File: src/logic/pscf_defs.svh
// Offsets, field positions, reset values and timing counts of the supply configuration block
`ifndef PSCF_DEFS_SVH
`define PSCF_DEFS_SVH

// ****************************************************************
// Register byte offsets
// ****************************************************************
`define PSCF_AWAKE_OFS        8'h18
`define PSCF_SLEEP1_OFS       8'h1C
`define PSCF_SLEEP2_OFS       8'h20
`define PSCF_STATUS_OFS       8'h24

// ****************************************************************
// Field positions
// ****************************************************************
`define PSCF_CORE_EN_BIT      0
`define PSCF_ANL_EN_BIT       1
`define PSCF_PLL_EN_BIT       4
`define PSCF_IO_EN_BIT        5
`define PSCF_CORE_PFM_BIT     8
`define PSCF_ANL_PFM_BIT      9
`define PSCF_TILE_OFF_BIT     14
`define PSCF_DWELL_LSB        16
`define PSCF_DWELL_MSB        20
`define PSCF_STATE_LSB        16
`define PSCF_STATE_MSB        18

// ****************************************************************
// Reset values
// ****************************************************************
`define PSCF_DWELL_RST        5'h10
`define PSCF_AWAKE_CORE_RST   1'b1
`define PSCF_AWAKE_PLL_RST    1'b1
`define PSCF_AWAKE_IO_RST     1'b1
`define PSCF_SLEEP1_CORE_RST  1'b0
`define PSCF_SLEEP1_PLL_RST   1'b0
`define PSCF_SLEEP1_IO_RST    1'b1
`define PSCF_SLEEP2_CORE_RST  1'b0
`define PSCF_SLEEP2_PLL_RST   1'b0
`define PSCF_SLEEP2_IO_RST    1'b0
`define PSCF_ANL_EN_FIXED     1'b1

// ****************************************************************
// Timing
// ****************************************************************
`define PSCF_DWELL_CNT_W      32

`endif

File: src/logic/pscf_pkg.sv
// Types shared by the supply configuration sequencer, its checker and the bench models
package pscf_pkg;

   // Sequencer states, declared in their encoded order 0 to 7
   typedef enum logic [2:0] {
      ST_RESET,
      ST_ASLEEP,
      ST_WAKE1,
      ST_WAKE2,
      ST_AWAKE_WAIT,
      ST_AWAKE,
      ST_SLEEP1,
      ST_SLEEP2
   } pscf_state_t;

   // One state's programmable configuration
   typedef struct packed {
      logic [4:0] dwell;
      logic       tile_clk_off;
      logic       anl_pfm;
      logic       core_pfm;
      logic       io_en;
      logic       pll_en;
      logic       core_en;
   } pscf_cfg_t;

   // Controls driven to the analogue regulators and tile clock
   typedef struct packed {
      logic tile_clk_off;
      logic anl_pfm;
      logic core_pfm;
      logic io_en;
      logic pll_en;
      logic anl_en;
      logic core_en;
   } pscf_drive_t;

   // Supply good reports, one per supply
   typedef struct packed {
      logic io_good;
      logic pll_good;
      logic anl_good;
      logic core_good;
   } pscf_good_t;

endpackage

File: src/logic/pscf_dwell_timer.sv
// Dwell timer: counts 2**n clock cycles after a load pulse
`timescale 1ns/1ns
`include "pscf_defs.svh"

module pscf_dwell_timer #(
   parameter int CNT_W = `PSCF_DWELL_CNT_W
) (
   // Clock and reset
   input  wire logic       clk_i,
   input  wire logic       rst_i,
   // Control
   input  wire logic       load_i,
   input  wire logic [4:0] log2_i,
   // Status
   output logic            expired_o
);

   typedef struct packed {
      logic [CNT_W-1:0] cnt;
   } pscf_tmr_t;

   pscf_tmr_t tmr_reg;
   pscf_tmr_t tmr_next;

   // Loaded with 2**n - 1 so the owning state lasts at least 2**n cycles, longer while its supplies are not good
   always_comb begin
      tmr_next = tmr_reg;
      if (load_i) begin
         tmr_next.cnt = CNT_W'((33'h1 << log2_i) - 33'h1);
      end else if (tmr_reg.cnt != '0) begin
         tmr_next.cnt = tmr_reg.cnt - CNT_W'(1);
      end
   end

   always_ff @(posedge clk_i) begin
      if (rst_i) begin
         tmr_reg <= '0;
      end else begin
         tmr_reg <= tmr_next;
      end
   end

   assign expired_o = (tmr_reg.cnt == '0);

endmodule // pscf_dwell_timer

File: src/logic/pscf_sequencer.sv
// Power state supply configuration registers with Wishbone slave and state sequencer
//
// Our own choice: register access over Wishbone.
`timescale 1ns/1ns
`include "pscf_defs.svh"

// Contract
// - In awake state, drive supplies, modulation and tile clock from awake register.
// - In first sleeping state apply its register and stay its programmed dwell.
// - In second sleeping state apply its register and stay its programmed dwell.
// - Dwell field n holds the state 2**n cycles; field resets to 16.
// - Bit 14 set stops the tile clock in the active state; resets zero.
// - Bit 9 picks analogue converter modulation: 0 PWM, 1 PFM.
// - Bit 8 picks core converter modulation: 0 PWM, 1 PFM.
// - Bit 5 enables IO supply; resets 1 awake and first sleep, 0 second.
// - Bit 4 enables PLL regulator; resets 1 only in awake register.
// - Bit 1 analogue converter enable is read-only, fixed at one.
// - Bit 0 enables core converter; resets 1 awake, 0 both sleeping.
// - After dwell expires, advance only when every enabled supply reports good.
// - State encoded in three bits, 0 reset through 7 second sleeping.
module pscf_sequencer #(
   parameter int ADR_W = 8
) (
   // Clock and reset
   input  wire logic                clk_i,
   input  wire logic                rst_i,
   // Wishbone slave
   input  wire logic                cyc_i,
   input  wire logic                stb_i,
   input  wire logic                we_i,
   input  wire logic [ADR_W-1:0]    adr_i,
   input  wire logic [3:0]          sel_i,
   input  wire logic [31:0]         dat_i,
   output logic      [31:0]         dat_o,
   output logic                     ack_o,
   // Sequencing requests
   input  wire logic                sleep_req_i,
   input  wire logic                wake_req_i,
   // Supply good reports from the analogue side
   input  wire pscf_pkg::pscf_good_t good_i,
   // Supply and clock controls
   output pscf_pkg::pscf_drive_t    drive_o,
   output logic      [2:0]          state_o
);

   // ****************************************************************
   // State
   // ****************************************************************
   typedef struct packed {
      pscf_pkg::pscf_cfg_t   awake;
      pscf_pkg::pscf_cfg_t   sleep1;
      pscf_pkg::pscf_cfg_t   sleep2;
      pscf_pkg::pscf_state_t st;
      pscf_pkg::pscf_drive_t drv;
      logic [3:0]            good_s1;
      logic [3:0]            good_s2;
      logic [3:0]            good_s3;
      logic [3:0]            good_q;
      logic [31:0]           rdata;
      logic                  ack;
   } pscf_main_t;

   pscf_main_t r_reg;
   pscf_main_t r_next;

   logic       tmr_load;
   logic [4:0] tmr_log2;
   logic       tmr_expired;

   // ****************************************************************
   // Helpers
   // ****************************************************************
   function automatic pscf_pkg::pscf_cfg_t cfg_rst(input logic core, input logic pll,
                                                   input logic io);
      pscf_pkg::pscf_cfg_t c;
      c              = '0;
      c.dwell        = `PSCF_DWELL_RST;
      c.tile_clk_off = 1'b0;
      c.core_en      = core;
      c.pll_en       = pll;
      c.io_en        = io;
      return c;
   endfunction

   // Register image; reserved bits read zero
   function automatic logic [31:0] cfg_word(input pscf_pkg::pscf_cfg_t c, input logic dw);
      logic [31:0] w;
      w                       = 32'h0000_0000;
      w[`PSCF_CORE_EN_BIT]    = c.core_en;
      w[`PSCF_ANL_EN_BIT]     = `PSCF_ANL_EN_FIXED;
      w[`PSCF_PLL_EN_BIT]     = c.pll_en;
      w[`PSCF_IO_EN_BIT]      = c.io_en;
      w[`PSCF_CORE_PFM_BIT]   = c.core_pfm;
      w[`PSCF_ANL_PFM_BIT]    = c.anl_pfm;
      w[`PSCF_TILE_OFF_BIT]   = c.tile_clk_off;
      if (dw) begin
         w[`PSCF_DWELL_MSB:`PSCF_DWELL_LSB] = c.dwell;
      end
      return w;
   endfunction

   // Byte-lane write; bit 1 has no storage so writes to it are dropped
   function automatic pscf_pkg::pscf_cfg_t cfg_write(input pscf_pkg::pscf_cfg_t c,
                                                     input logic [31:0] d,
                                                     input logic [3:0] s,
                                                     input logic dw);
      pscf_pkg::pscf_cfg_t n;
      n = c;
      if (s[0]) begin
         n.core_en = d[`PSCF_CORE_EN_BIT];
         n.pll_en  = d[`PSCF_PLL_EN_BIT];
         n.io_en   = d[`PSCF_IO_EN_BIT];
      end
      if (s[1]) begin
         n.core_pfm     = d[`PSCF_CORE_PFM_BIT];
         n.anl_pfm      = d[`PSCF_ANL_PFM_BIT];
         n.tile_clk_off = d[`PSCF_TILE_OFF_BIT];
      end
      if (s[2] && dw) begin
         n.dwell = d[`PSCF_DWELL_MSB:`PSCF_DWELL_LSB];
      end
      return n;
   endfunction

   // Controls that a configuration produces
   function automatic pscf_pkg::pscf_drive_t cfg_drive(input pscf_pkg::pscf_cfg_t c);
      pscf_pkg::pscf_drive_t v;
      v.core_en      = c.core_en;
      v.anl_en       = `PSCF_ANL_EN_FIXED;
      v.pll_en       = c.pll_en;
      v.io_en        = c.io_en;
      v.core_pfm     = c.core_pfm;
      v.anl_pfm      = c.anl_pfm;
      v.tile_clk_off = c.tile_clk_off;
      return v;
   endfunction

   // Status image: state in bits 18:16, live controls at their config positions
   function automatic logic [31:0] status_word(input pscf_pkg::pscf_state_t s,
                                               input pscf_pkg::pscf_drive_t d);
      logic [31:0] w;
      w                                  = 32'h0000_0000;
      w[`PSCF_STATE_MSB:`PSCF_STATE_LSB] = s;
      w[`PSCF_CORE_EN_BIT]               = d.core_en;
      w[`PSCF_ANL_EN_BIT]                = d.anl_en;
      w[`PSCF_PLL_EN_BIT]                = d.pll_en;
      w[`PSCF_IO_EN_BIT]                 = d.io_en;
      w[`PSCF_CORE_PFM_BIT]              = d.core_pfm;
      w[`PSCF_ANL_PFM_BIT]               = d.anl_pfm;
      w[`PSCF_TILE_OFF_BIT]              = d.tile_clk_off;
      return w;
   endfunction

   // ****************************************************************
   // Supply good qualification
   // ****************************************************************
   logic [3:0] sup_en;
   logic [3:0] sup_met;

   // Same bit order as the good reports: core, analogue, PLL, IO
   assign sup_en = {r_reg.drv.io_en, r_reg.drv.pll_en, r_reg.drv.anl_en, r_reg.drv.core_en};

   // A supply switched off in this state never holds the sequencer back
   for (genvar g = 0; g < 4; g++) begin : g_sup_met
      assign sup_met[g] = !sup_en[g] || r_reg.good_q[g];
   end

   // ****************************************************************
   // Next-state logic
   // ****************************************************************
   logic                  bus_req;
   logic                  sup_ok;
   logic [3:0]            agree;
   pscf_pkg::pscf_cfg_t   st_cfg;

   always_comb begin
      r_next   = r_reg;
      bus_req  = cyc_i && stb_i && !r_reg.ack;
      tmr_load = 1'b0;
      tmr_log2 = r_reg.sleep1.dwell;
      st_cfg   = r_reg.awake;

      // Supply good filter: a change counts once stages two and three agree
      // Only stage two reads stage one, which may still be settling
      r_next.good_s1 = good_i;
      r_next.good_s2 = r_reg.good_s1;
      r_next.good_s3 = r_reg.good_s2;
      agree          = ~(r_reg.good_s2 ^ r_reg.good_s3);
      r_next.good_q  = (agree & r_reg.good_s3) | (~agree & r_reg.good_q);

      // Every supply enabled in the current state must report good
      sup_ok = &sup_met;

      // Wishbone: one wait state, ack drops the cycle after it is given
      r_next.ack = bus_req;
      if (bus_req) begin
         r_next.rdata = 32'h0000_0000;
         case (adr_i)
            `PSCF_AWAKE_OFS: begin
               r_next.rdata = cfg_word(r_reg.awake, 1'b0);
               if (we_i) begin
                  r_next.awake = cfg_write(r_reg.awake, dat_i, sel_i, 1'b0);
               end
            end
            `PSCF_SLEEP1_OFS: begin
               r_next.rdata = cfg_word(r_reg.sleep1, 1'b1);
               if (we_i) begin
                  r_next.sleep1 = cfg_write(r_reg.sleep1, dat_i, sel_i, 1'b1);
               end
            end
            `PSCF_SLEEP2_OFS: begin
               r_next.rdata = cfg_word(r_reg.sleep2, 1'b1);
               if (we_i) begin
                  r_next.sleep2 = cfg_write(r_reg.sleep2, dat_i, sel_i, 1'b1);
               end
            end
            `PSCF_STATUS_OFS: begin
               r_next.rdata = status_word(r_reg.st, r_reg.drv);
            end
            default: begin
               // Unmapped addresses answer zero and drop writes
               r_next.rdata = 32'h0000_0000;
            end
         endcase
      end

      // ****************************************************************
      // Sequencer
      // ****************************************************************
      case (r_reg.st)
         pscf_pkg::ST_RESET: begin
            r_next.st = pscf_pkg::ST_AWAKE_WAIT;
         end
         pscf_pkg::ST_AWAKE_WAIT: begin
            if (sup_ok) begin
               r_next.st = pscf_pkg::ST_AWAKE;
            end
         end
         pscf_pkg::ST_AWAKE: begin
            // Sleep requests are ignored in every other state
            if (sleep_req_i) begin
               r_next.st = pscf_pkg::ST_SLEEP1;
               tmr_load  = 1'b1;
               tmr_log2  = r_reg.sleep1.dwell;
            end
         end
         pscf_pkg::ST_SLEEP1: begin
            if (tmr_expired && sup_ok) begin
               r_next.st = pscf_pkg::ST_SLEEP2;
               tmr_load  = 1'b1;
               tmr_log2  = r_reg.sleep2.dwell;
            end
         end
         pscf_pkg::ST_SLEEP2: begin
            // Asleep keeps the second sleeping controls
            if (tmr_expired && sup_ok) begin
               r_next.st = pscf_pkg::ST_ASLEEP;
            end
         end
         pscf_pkg::ST_ASLEEP: begin
            if (wake_req_i) begin
               r_next.st = pscf_pkg::ST_WAKE1;
            end
         end
         pscf_pkg::ST_WAKE1: begin
            // Waking phases have no dwell; they wait only for supplies
            if (sup_ok) begin
               r_next.st = pscf_pkg::ST_WAKE2;
            end
         end
         pscf_pkg::ST_WAKE2: begin
            if (sup_ok) begin
               r_next.st = pscf_pkg::ST_AWAKE_WAIT;
            end
         end
         default: begin
            r_next.st = pscf_pkg::ST_RESET;
         end
      endcase

      // Controls follow the state being entered, so they change with it.
      // Asleep borrows the second sleeping set; the other states without one take the awake set.
      case (r_next.st)
         pscf_pkg::ST_SLEEP1: begin
            st_cfg = r_reg.sleep1;
         end
         pscf_pkg::ST_SLEEP2,
         pscf_pkg::ST_ASLEEP: begin
            st_cfg = r_reg.sleep2;
         end
         default: begin
            st_cfg = r_reg.awake;
         end
      endcase
      r_next.drv = cfg_drive(st_cfg);
   end

   // ****************************************************************
   // Registers
   // ****************************************************************
   // One reset edge restores every image, the state and the controls
   always_ff @(posedge clk_i) begin
      if (rst_i) begin
         r_reg        <= '0;
         r_reg.awake  <= cfg_rst(`PSCF_AWAKE_CORE_RST, `PSCF_AWAKE_PLL_RST,
                                 `PSCF_AWAKE_IO_RST);
         r_reg.sleep1 <= cfg_rst(`PSCF_SLEEP1_CORE_RST, `PSCF_SLEEP1_PLL_RST,
                                 `PSCF_SLEEP1_IO_RST);
         r_reg.sleep2 <= cfg_rst(`PSCF_SLEEP2_CORE_RST, `PSCF_SLEEP2_PLL_RST,
                                 `PSCF_SLEEP2_IO_RST);
         r_reg.st     <= pscf_pkg::ST_RESET;
         r_reg.drv    <= cfg_drive(cfg_rst(`PSCF_AWAKE_CORE_RST, `PSCF_AWAKE_PLL_RST,
                                           `PSCF_AWAKE_IO_RST));
      end else begin
         r_reg <= r_next;
      end
   end

   // ****************************************************************
   // Dwell timer
   // ****************************************************************
   // Count width covers the longest dwell of 2**31 cycles
   pscf_dwell_timer #(
      .CNT_W (`PSCF_DWELL_CNT_W)
   ) u_dwell (
      .clk_i     (clk_i),
      .rst_i     (rst_i),
      .load_i    (tmr_load),
      .log2_i    (tmr_log2),
      .expired_o (tmr_expired)
   );

   // ****************************************************************
   // Outputs
   // ****************************************************************
   assign dat_o   = r_reg.rdata;
   assign ack_o   = r_reg.ack;
   assign drive_o = r_reg.drv;
   assign state_o = r_reg.st;

endmodule // pscf_sequencer

File: config.mk
export PLATFORM = sky130hd
export DESIGN_NAME = pscf_sequencer
export DESIGN_NICKNAME = d
export VERILOG_FILES = /design/src/logic/pscf_pkg.sv /design/src/logic/pscf_dwell_timer.sv /design/src/logic/pscf_sequencer.sv
export VERILOG_INCLUDE_DIRS = /design/src /design/src/logic
export SDC_FILE = /design/constraint.sdc
export NUM_CORES = 1
export LEC_CHECK = 0
export BUFFER_PORTS_ARGS = -buffer_cell sky130_fd_sc_hd__buf_2
export CAP_MARGIN = 20
export CORE_MARGIN = 5
export CORE_UTILIZATION = 35
export CTS_CLUSTER_SIZE = 14
export DETAILED_ROUTE_END_ITERATION = 7
export GPL_ROUTABILITY_DRIVEN = 0
export PLACE_DENSITY = 0.66
export SYNTH_ARGS = -nofsm -noshare
export SYNTH_HDL_FRONTEND = slang
export SYNTH_SLANG_ARGS = --single-unit
File: constraint.sdc
create_clock -name clk_i -period 6.2 [get_ports clk_i]
set_input_delay 1.24 -clock clk_i [delete_from_list [all_inputs] [get_ports clk_i]]
set_output_delay 1.24 -clock clk_i [all_outputs]
set_load 0.05 [all_outputs]
After elaboration in Yosys (flattened, before gate mapping)
Index checks and enable logic that the tools add are counted.
{"block": "word_totals", "ff_bits": 119}
{"block": "op_classes", "add_sub_neg": 2, "eq_ne": 14, "shift": 1, "mux": 17, "bitwise": 6, "reduce_logical": 26}
{"cell": "$pmux W21 S4", "count": 1}
{"cell": "$mux W32", "count": 2}
{"cell": "$sub A32 B1 Y32 const B", "count": 2}
{"cell": "$reduce_and A4 Y1", "count": 9}
{"cell": "$logic_not A32 Y1", "count": 1}
{"cell": "$reduce_bool A32 Y1", "count": 1}
{"cell": "$shl A1 B5 Y32 const A", "count": 1}
{"cell": "$pmux W3 S8", "count": 1}
{"cell": "$mux W3", "count": 7}
{"cell": "$eq A3 B3 Y1 const B", "count": 6}
{"cell": "$eq A8 B5 Y1 const B", "count": 2}
{"cell": "$eq A8 B6 Y1 const B", "count": 2}
{"cell": "$pmux W6 S2", "count": 1}
{"cell": "$mux W5", "count": 2}
{"cell": "$and A4 B4 Y4", "count": 2}
{"cell": "$not A4 Y4", "count": 2}
{"cell": "$eq A3 B1 Y1 const B", "count": 2}
{"cell": "$eq A3 B2 Y1 const B", "count": 2}
{"cell": "$logic_not A1 Y1", "count": 5}
{"cell": "$logic_or A1 B1 Y1", "count": 4}
{"cell": "$or A4 B4 Y4", "count": 1}
{"cell": "$xor A4 B4 Y4", "count": 1}
{"cell": "$logic_and A1 B1 Y1", "count": 3}
{"cell": "$logic_not A3 Y1", "count": 1}
{"cell": "4 further kinds", "count": 5}

Longest topological paths before layout
Gate-level depths: netlist of the first run.
{"block": "depth", "depth_word": 9, "ltp_mapped": 16}

Hierarchy
From an unflattened synthesis of the first run, not the netlist that was laid out.
{"block": "hier_totals", "hier_cells": 616, "hier_area_um2": 5331.4}
{"mod": "pscf_sequencer", "n_inst": 1, "cells_per_inst": 341, "area_each_um2": 3185.6}
{"mod": "pscf_dwell_timer", "n_inst": 1, "cells_per_inst": 275, "area_each_um2": 2145.8}

Worst setup path before layout of the first run
Ideal clock, no wire load.
{"block": "synth_path", "path_kind": "register -> register", "startpoint": "reg u_dwell.tmr_reg[17] in the netlist's numbering", "endpoint": "reg u_dwell.tmr_reg[24] in the netlist's numbering", "arrival_time_ns": 4.193, "t_required_ns": 6.068, "slack_ns": 1.874, "path_stages_with_launch": 17, "path_buffers": 4, "synth_period_minus_slack_ns": 4.326, "path_cell_list": "dfxtp_1 -> or4_4 -> or3_1 -> buf_2 -> nor3_2 -> a31oi_1 -> clkbuf_1 -> clkbuf_1 -> clkbuf_1 -> a22oi_1 -> ha_1 -> o21ai_1 -> a21oi_1 -> nand4_2 -> nor3_4 -> a21o_1 -> a21oi_1"}
{"block": "synth_between", "elab_chain_len": 7}
{"element": "start: declaration", "line": "pscf_dwell_timer.sv:22", "rtl": "pscf_tmr_t tmr_reg;"}
{"element": "start signal: assignment", "line": "pscf_dwell_timer.sv:39", "rtl": "tmr_reg <= tmr_next;"}
{"element": "$logic_not A32 Y1", "line": "pscf_dwell_timer.sv:43", "rtl": "assign expired_o = (tmr_reg.cnt == '0);"}
{"element": "$logic_and A1 B1 Y1", "line": "pscf_sequencer.sv:248", "rtl": "if (tmr_expired && sup_ok) begin"}
{"element": "$mux W5", "line": "pscf_sequencer.sv:248"}
{"element": "$mux W5"}
{"element": "$shl A1 B5 Y32", "line": "pscf_dwell_timer.sv:29", "rtl": "tmr_next.cnt = CNT_W'((33'h1 << log2_i) - 33'h1);"}
{"element": "$sub A32 B1 Y32", "line": "pscf_dwell_timer.sv:29"}
{"element": "$mux W32", "line": "pscf_dwell_timer.sv:28", "rtl": "if (load_i) begin"}
Parallel ways exist; a longest one is shown, timed or not. The select of a mux whose other input is x is not followed.
A chain may end at the register's enable or synchronous reset.

Final worst setup path of the first run
Same ends and word-level chain as after synthesis.

==> flow_summary.json, run 1 <==
{
  "post_cts.repair.setup_buffers": 0,
  "rsz0062_at_grt": "false",
  "utilization_pct": 38.9,
  "slew_headroom_pct": 29.4,
  "cts_tree": "yes",
  "die_w_um": 135,
  "clock_path_buffers": 2,
  "cp.required_ps": 6390,
  "timing.hold.ws_ps": 441,
  "r2r-end": "u_dwell.tmr_reg[24]",
  "min_from": "r_next[41]",
  "yosys_warnings": 0,
  "reg2regPathDepth": 13,
  "min_to": "r_next[37]",
  "path_max_fanout": 10,
  "setup_viol_count_final": 0,
  "synth_area_leaders": "dfxtp_1 (36%), nor2_1 (6.5%), buf_4 (5.8%)",
  "port_buffers": 54,
  "dp_hpwl_mm": 10.2,
  "synth_area_um2": 5440,
  "drt_pre_antenna_iters": 5,
  "fin_nets": 727,
  "antenna_cells": 0,
  "start_util_pct": 35.8,
  "r2r-start": "u_dwell.tmr_reg[17]",
  "synth-seq-cells": 98,
  "clk_latency_ps": 360,
  "vdd.ir_drop.worst_mv": 0.127,
  "yosysSeqAreaShare_pct": 36.1,
  "ys_types": 70,
  "synth_compound_area_share_pct": 23.7,
  "track_usage_pct": 15.6,
  "synthArstFlopShare_pct": 0,
  "syn_to_final_growth_pct": 8.88,
  "antenna_found_initial": 0,
  "pre_cts_ws_ps": 1410,
  "synthMuxAreaShare_pct": 4.35,
  "cts_root_buffer": "clkbuf_16",
  "drive_gt1_share_pct": 15.4,
  "critPathLaunch": "u_dwell.tmr_reg[17]",
  "vias_per_cell": 5.60,
  "synth.avg_cell_area_um2": 8.29,
  "ff2ff_setup_slack_ps": 1330,
  "cp_top_family": "simple AND/OR/NAND/NOR gates",
  "dieArea_um2": 18100,
  "wire_per_inst_um": 16.7,
  "hold_viol": 0,
  "yosys.area.top_type": "dfxtp_1",
  "grt_overflow_total": 0,
  "drc": 0,
  "slowest_delay_ps": 560,
  "die_y_um": 135,
  "clock_skew_ps": 12.6,
  "clkSinkCount": 98,
  "status": "finished, final reports clean",
  "finalCriticalPeriod_ps": 4870,
  "finalMaxSlewViolations": 0,
  "slowest_stage": "or4_4",
  "grt_first_pass_wirelength_mm": 22.9,
  "cp.arrival_ps": 5060,
  "ios": 98,
  "postCtsHoldBufs": 0,
  "wl_mm": 14.4,
  "synth_top_area_share_pct": 36.1,
  "max_freq_ghz": 0.205,
  "synth_xor_area_share_pct": 2.90,
  "leakagePower_nw": 2.15,
  "final_cell_area_um2": 5920,
  "synth-simple-area-share_pct": 24.3,
  "drv_cap": 0,
  "initialDrtViolationCount": 380,
  "setup_ws_ps": 1330,
  "synth_flop_cell": "dfxtp_1",
  "critPathKind": "flop to flop",
  "htreeDepth": 3,
  "synth_top_family_by_area": "simple AND/OR/NAND/NOR gates",
  "power_density_nw_per_um2": 342,
  "whs_path_depth": 1,
  "synth-edff-count": 0,
  "place_area_um2": 5620,
  "start_kind": "flop",
  "hold_path.class": "flop to flop",
  "crit_buf_inv": 0,
  "grt_max_degree": 69,
  "worstMarginPinSlew_ps": 1060,
  "path_cells": "or4_4 -> or3_1 -> or3_1 -> nor3_4 -> mux2_2 -> a22oi_1 -> ha_1 -> o21ai_1 -> a21oi_1 -> nand4_2 -> nor3_4 -> a21o_1 -> a21oi_1",
  "via_count": 4835,
  "rows": 45,
  "grt_pass1_vias": 4481,
  "fillers": 1611,
  "period_share_pct": 78.6,
  "path_clk_slew_ps": 70,
  "coreArea_um2": 15200,
  "syn_inst": 656,
  "post_cts_resize_count": 0,
  "cts_buffers": 9,
  "ant_nets": 0,
  "synth_fa_ha_area_share_pct": 0.230,
  "finalSetupTns_ps": 0,
  "cp-end-kind": "flop"
}
cell type report:
cell class / count / area (um2) / share of cell area (%)
sequential: 98 / 1960 / 33.1
clock inverter: 5 / 45.0 / 0.761
clock buffer: 11 / 243 / 4.10
timing repair buffer: 61 / 323 / 5.45
multi-input combinational: 499 / 3100 / 52.4
inverter: 2 / 7.51 / 0.127
tap: 188 / 235 / 3.97
layout by cell type, fill, tap and decap left out, types with 4 or more instances in the layout:
cell type  count
mux2i_1       18
nand4_1       11
clkbuf_16      9
a22oi_1       28
o31ai_1        5
a211oi_1       4
nand2b_1       7
or3_1          6
nor2_1        94
dfxtp_1       98
buf_4          7
buf_2         54
nand3_1       14
conb_1        21
a221oi_1       8
nor2b_1       27
o21ai_0       19
nor4_1        12
a21oi_1       38
a21o_1         7
a211o_1        8
a22o_1        15
a32oi_1        8
xor2_1         5
nand2_1       52
nor3_1        13
o21ai_1        4
xnor2_1       13
mux2_2         5
logic make-up after synthesis:
logic type,Yosys count
buf+inv,78
fa+ha+maj,1
flops,98
simple gates,261
xor+xnor,18
other cells,2
mux,23
compound gates,175
worst max path at each step:
stage | endpoint | slack (ps) | cells after the start
after floorplan | u_dwell.tmr_reg[24] | 1870 | 16
after global placement | u_dwell.tmr_reg[28] | 1470 | 13
after detailed placement | u_dwell.tmr_reg[28] | 1410 | 13
after CTS | u_dwell.tmr_reg[24] | 1400 | 13
after global routing | u_dwell.tmr_reg[28] | 1060 | 13
final | u_dwell.tmr_reg[24] | 1330 | 13
where the power goes:
part | leakage, nW | switching (mW) | internal, mW
registers | 0.797 | 0.0523 | 0.703
logic | 1.22 | 0.440 | 0.275
clock network | 0.139 | 0.264 | 0.291
routing by layer:
| layer | wire length [um] | track usage, % | up-vias |
|---|---|---|---|
| met4 | 331 | 6.39 | 0 |
| li1 | - | - | 2362 |
| met5 | 0 | 0 | - |
| met3 | 910 | 3.17 | 26 |
| met2 | 6370 | 24.1 | 163 |
| met1 | 6770 | 21.2 | 2284 |
stage by stage:
step	total power, mW	cells
after global routing	2.15	864
final	2.02	864
after detailed placement	1.47	847
after global placement	1.46	847
after floorplan	1.34	675
after CTS	2.03	863
cells in the mapped netlist, types with 3 or more instances:
master / n
a21oi_1: 38
or2_2: 3
a22oi_1: 28
nor3_2: 3
a22oi_2: 3
xnor2_1: 13
a21o_1: 7
a22o_1: 15
a211o_1: 8
buf_2: 3
a32oi_1: 8
o21ai_1: 4
a21boi_0: 3
nand4_1: 11
nor2_1: 94
clkbuf_1: 29
mux2i_1: 18
nand2_1: 52
nor4_1: 12
a211oi_1: 4
nor3_1: 13
xor2_1: 5
buf_4: 42
or3_1: 6
dfxtp_1: 98
mux2_2: 5
o21a_1: 3
o21ai_0: 19
and2_1: 3
nor2b_1: 27
nand2b_1: 7
o31ai_1: 5
a221oi_1: 8
nand3_1: 14
Note: power is estimated with default switching activity, not from simulation.
==> inputs of run 2 (changes only) <==
Clock period 6.2 ns to 4.6 ns, I/O delays scaled along.
==> run 2 against run 1 <==
Utilization rose by 0.80 points; worst hold slack improved by 2.9 ps; sequential power rose by 35%; critical endpoint is now u_dwell.tmr_reg[30].
==> flow_summary.json, run 2 (same netlist as run 1, synthesis figures left out) <==
{
  "coreArea_um2": 15200,
  "fin_nets": 739,
  "track_usage_pct": 15.8,
  "hold_viol": 0,
  "power_density_nw_per_um2": 468,
  "drv_cap": 0,
  "start_util_pct": 35.8,
  "wl_mm": 14.5,
  "finalSetupTns_ps": 0,
  "worstMarginPinSlew_ps": 1010,
  "ff2ff_setup_slack_ps": 340,
  "slowest_delay_ps": 550,
  "slew_headroom_pct": 31.9,
  "path_clk_slew_ps": 70,
  "postCtsHoldBufs": 0,
  "cts_root_buffer": "clkbuf_16",
  "initialDrtViolationCount": 412,
  "drive_gt1_share_pct": 16.7,
  "ant_nets": 0,
  "grt_first_pass_wirelength_mm": 23.4,
  "finalMaxSlewViolations": 0,
  "clock_skew_ps": 9.57,
  "drc": 0,
  "clock_path_buffers": 2,
  "start_kind": "flop",
  "path_cells": "or4_4 -> or3_1 -> or3_1 -> nor3_4 -> mux2_2 -> a22oi_1 -> ha_1 -> o21ai_1 -> a21oi_1 -> nand4_2 -> nor3_4 -> a21o_1 -> a21oi_1",
  "syn_to_final_growth_pct": 11.1,
  "die_y_um": 135,
  "critPathLaunch": "u_dwell.tmr_reg[17]",
  "wire_per_inst_um": 16.6,
  "rows": 45,
  "final_cell_area_um2": 6040,
  "slowest_stage": "or4_4",
  "ios": 98,
  "r2r-end": "u_dwell.tmr_reg[30]",
  "status": "finished, final reports clean",
  "hold_path.class": "flop to flop",
  "critPathKind": "flop to flop",
  "port_buffers": 54,
  "leakagePower_nw": 2.23,
  "fillers": 1583,
  "layout_common_cells": "dfxtp_1 (98), nor2_1 (94), buf_2 (54)",
  "vdd.ir_drop.worst_mv": 0.216,
  "htreeDepth": 3,
  "antenna_found_initial": 0,
  "drt_pre_antenna_iters": 5,
  "finalCriticalPeriod_ps": 4260,
  "cts_tree": "yes",
  "grt_max_degree": 68,
  "dp_hpwl_mm": 10.4,
  "setup_viol_count_final": 0,
  "cp.required_ps": 4790,
  "clkSinkCount": 98,
  "grt_overflow_total": 0,
  "vias_per_cell": 5.63,
  "post_cts.repair.setup_buffers": 0,
  "grt_pass1_vias": 4474,
  "post_cts_resize_count": 0,
  "crit_end": "u_dwell.tmr_reg[30]",
  "max_freq_ghz": 0.235,
  "via_count": 4935,
  "cts_buffers": 9,
  "cp.arrival_ps": 4450,
  "path_max_fanout": 9,
  "clk_latency_ps": 340,
  "period_share_pct": 92.7,
  "cp-end-kind": "flop",
  "r2r-start": "u_dwell.tmr_reg[17]",
  "antenna_cells": 0,
  "die_w_um": 135,
  "rsz0062_at_grt": "false",
  "final_common_cell": "dfxtp_1",
  "reg2regPathDepth": 13,
  "place_area_um2": 5720,
  "dieArea_um2": 18100
}
==> run 2: changes by cell type in the layout (fill, tap and decap cells not counted), moves of 2 or more <==
| cell | delta |
|---|---|
| inv_6 | -2 |
| clkinv_4 | +2 |
| buf_4 | +12 |
| bufinv_16 | +2 |
==> run 2: worst max-delay path: cells and delay by family, from the launching register on <==
family	cells	cell delay (ps)
AOI/OAI and AO/OA	5	760
adders and majority gates	1	220
DFF	1	340
muxes	1	430
and+or+nand+nor	6	2360
==> run 2: worst min-delay path by stage <==
stage | from | endpoint | slack, ps | cells after the start
2_1_floorplan | r_next[41] | r_next[37] | 410 | 1
3_5_place_dp | r_next[44] | r_next[40] | 430 | 1
5_1_grt | r_next[41] | r_next[37] | 470 | 1
4_1_cts | r_next[44] | r_next[40] | 450 | 1
3_3_place_gp | r_next[44] | r_next[40] | 420 | 1
6_report | r_next[41] | r_next[37] | 440 | 1
==> run 2: final cells by class <==
type | instances | area (um2) | area share (%)
Timing Repair Buffer | 73 | 413 | 6.84
Sequential cell | 98 | 1960 | 32.5
Multi-Input combinational cell | 499 | 3100 | 51.4
Tap cell | 188 | 235 | 3.89
Clock inverter | 5 | 86.3 | 1.43
Inverter | 2 | 7.51 | 0.124
Clock buffer | 11 | 233 | 3.85
==> run 2: per-layer routing <==
metal / vias to the layer above / track usage (%) / share of wire, %
met1: 2333 / 22.7 / 47
li1: 2387 / - / -
met2: 190 / 24.1 / 44
met5: - / 0 / 0
met3: 25 / 2.50 / 7.0
met4: 0 / 5.60 / 2.0
==> run 2: through the flow <==
| stage | power [mW] | setup slack [ps] | hold WS, ps | std cells | util (%) |
|---|---|---|---|---|---|
| global route | 2.99 | 114 | 465 | 876 | 39.7 |
| finish | 2.83 | 337 | 444 | 876 | 39.7 |
| floorplan | 1.81 | 274 | 414 | 675 | - |
| global placement | 2.01 | 445 | 419 | 860 | 37.6 |
| CTS | 2.84 | 383 | 446 | 876 | 39.7 |
| detailed placement | 2.02 | 398 | 429 | 860 | 37.6 |
==> run 2: power by group <==
part	internal, mW	total, mW	switching [mW]
Clock	0.481	0.812	0.331
Combinational	0.400	0.992	0.592
Sequential	0.948	1.02	0.0752
Total	1.83	2.83	0.998
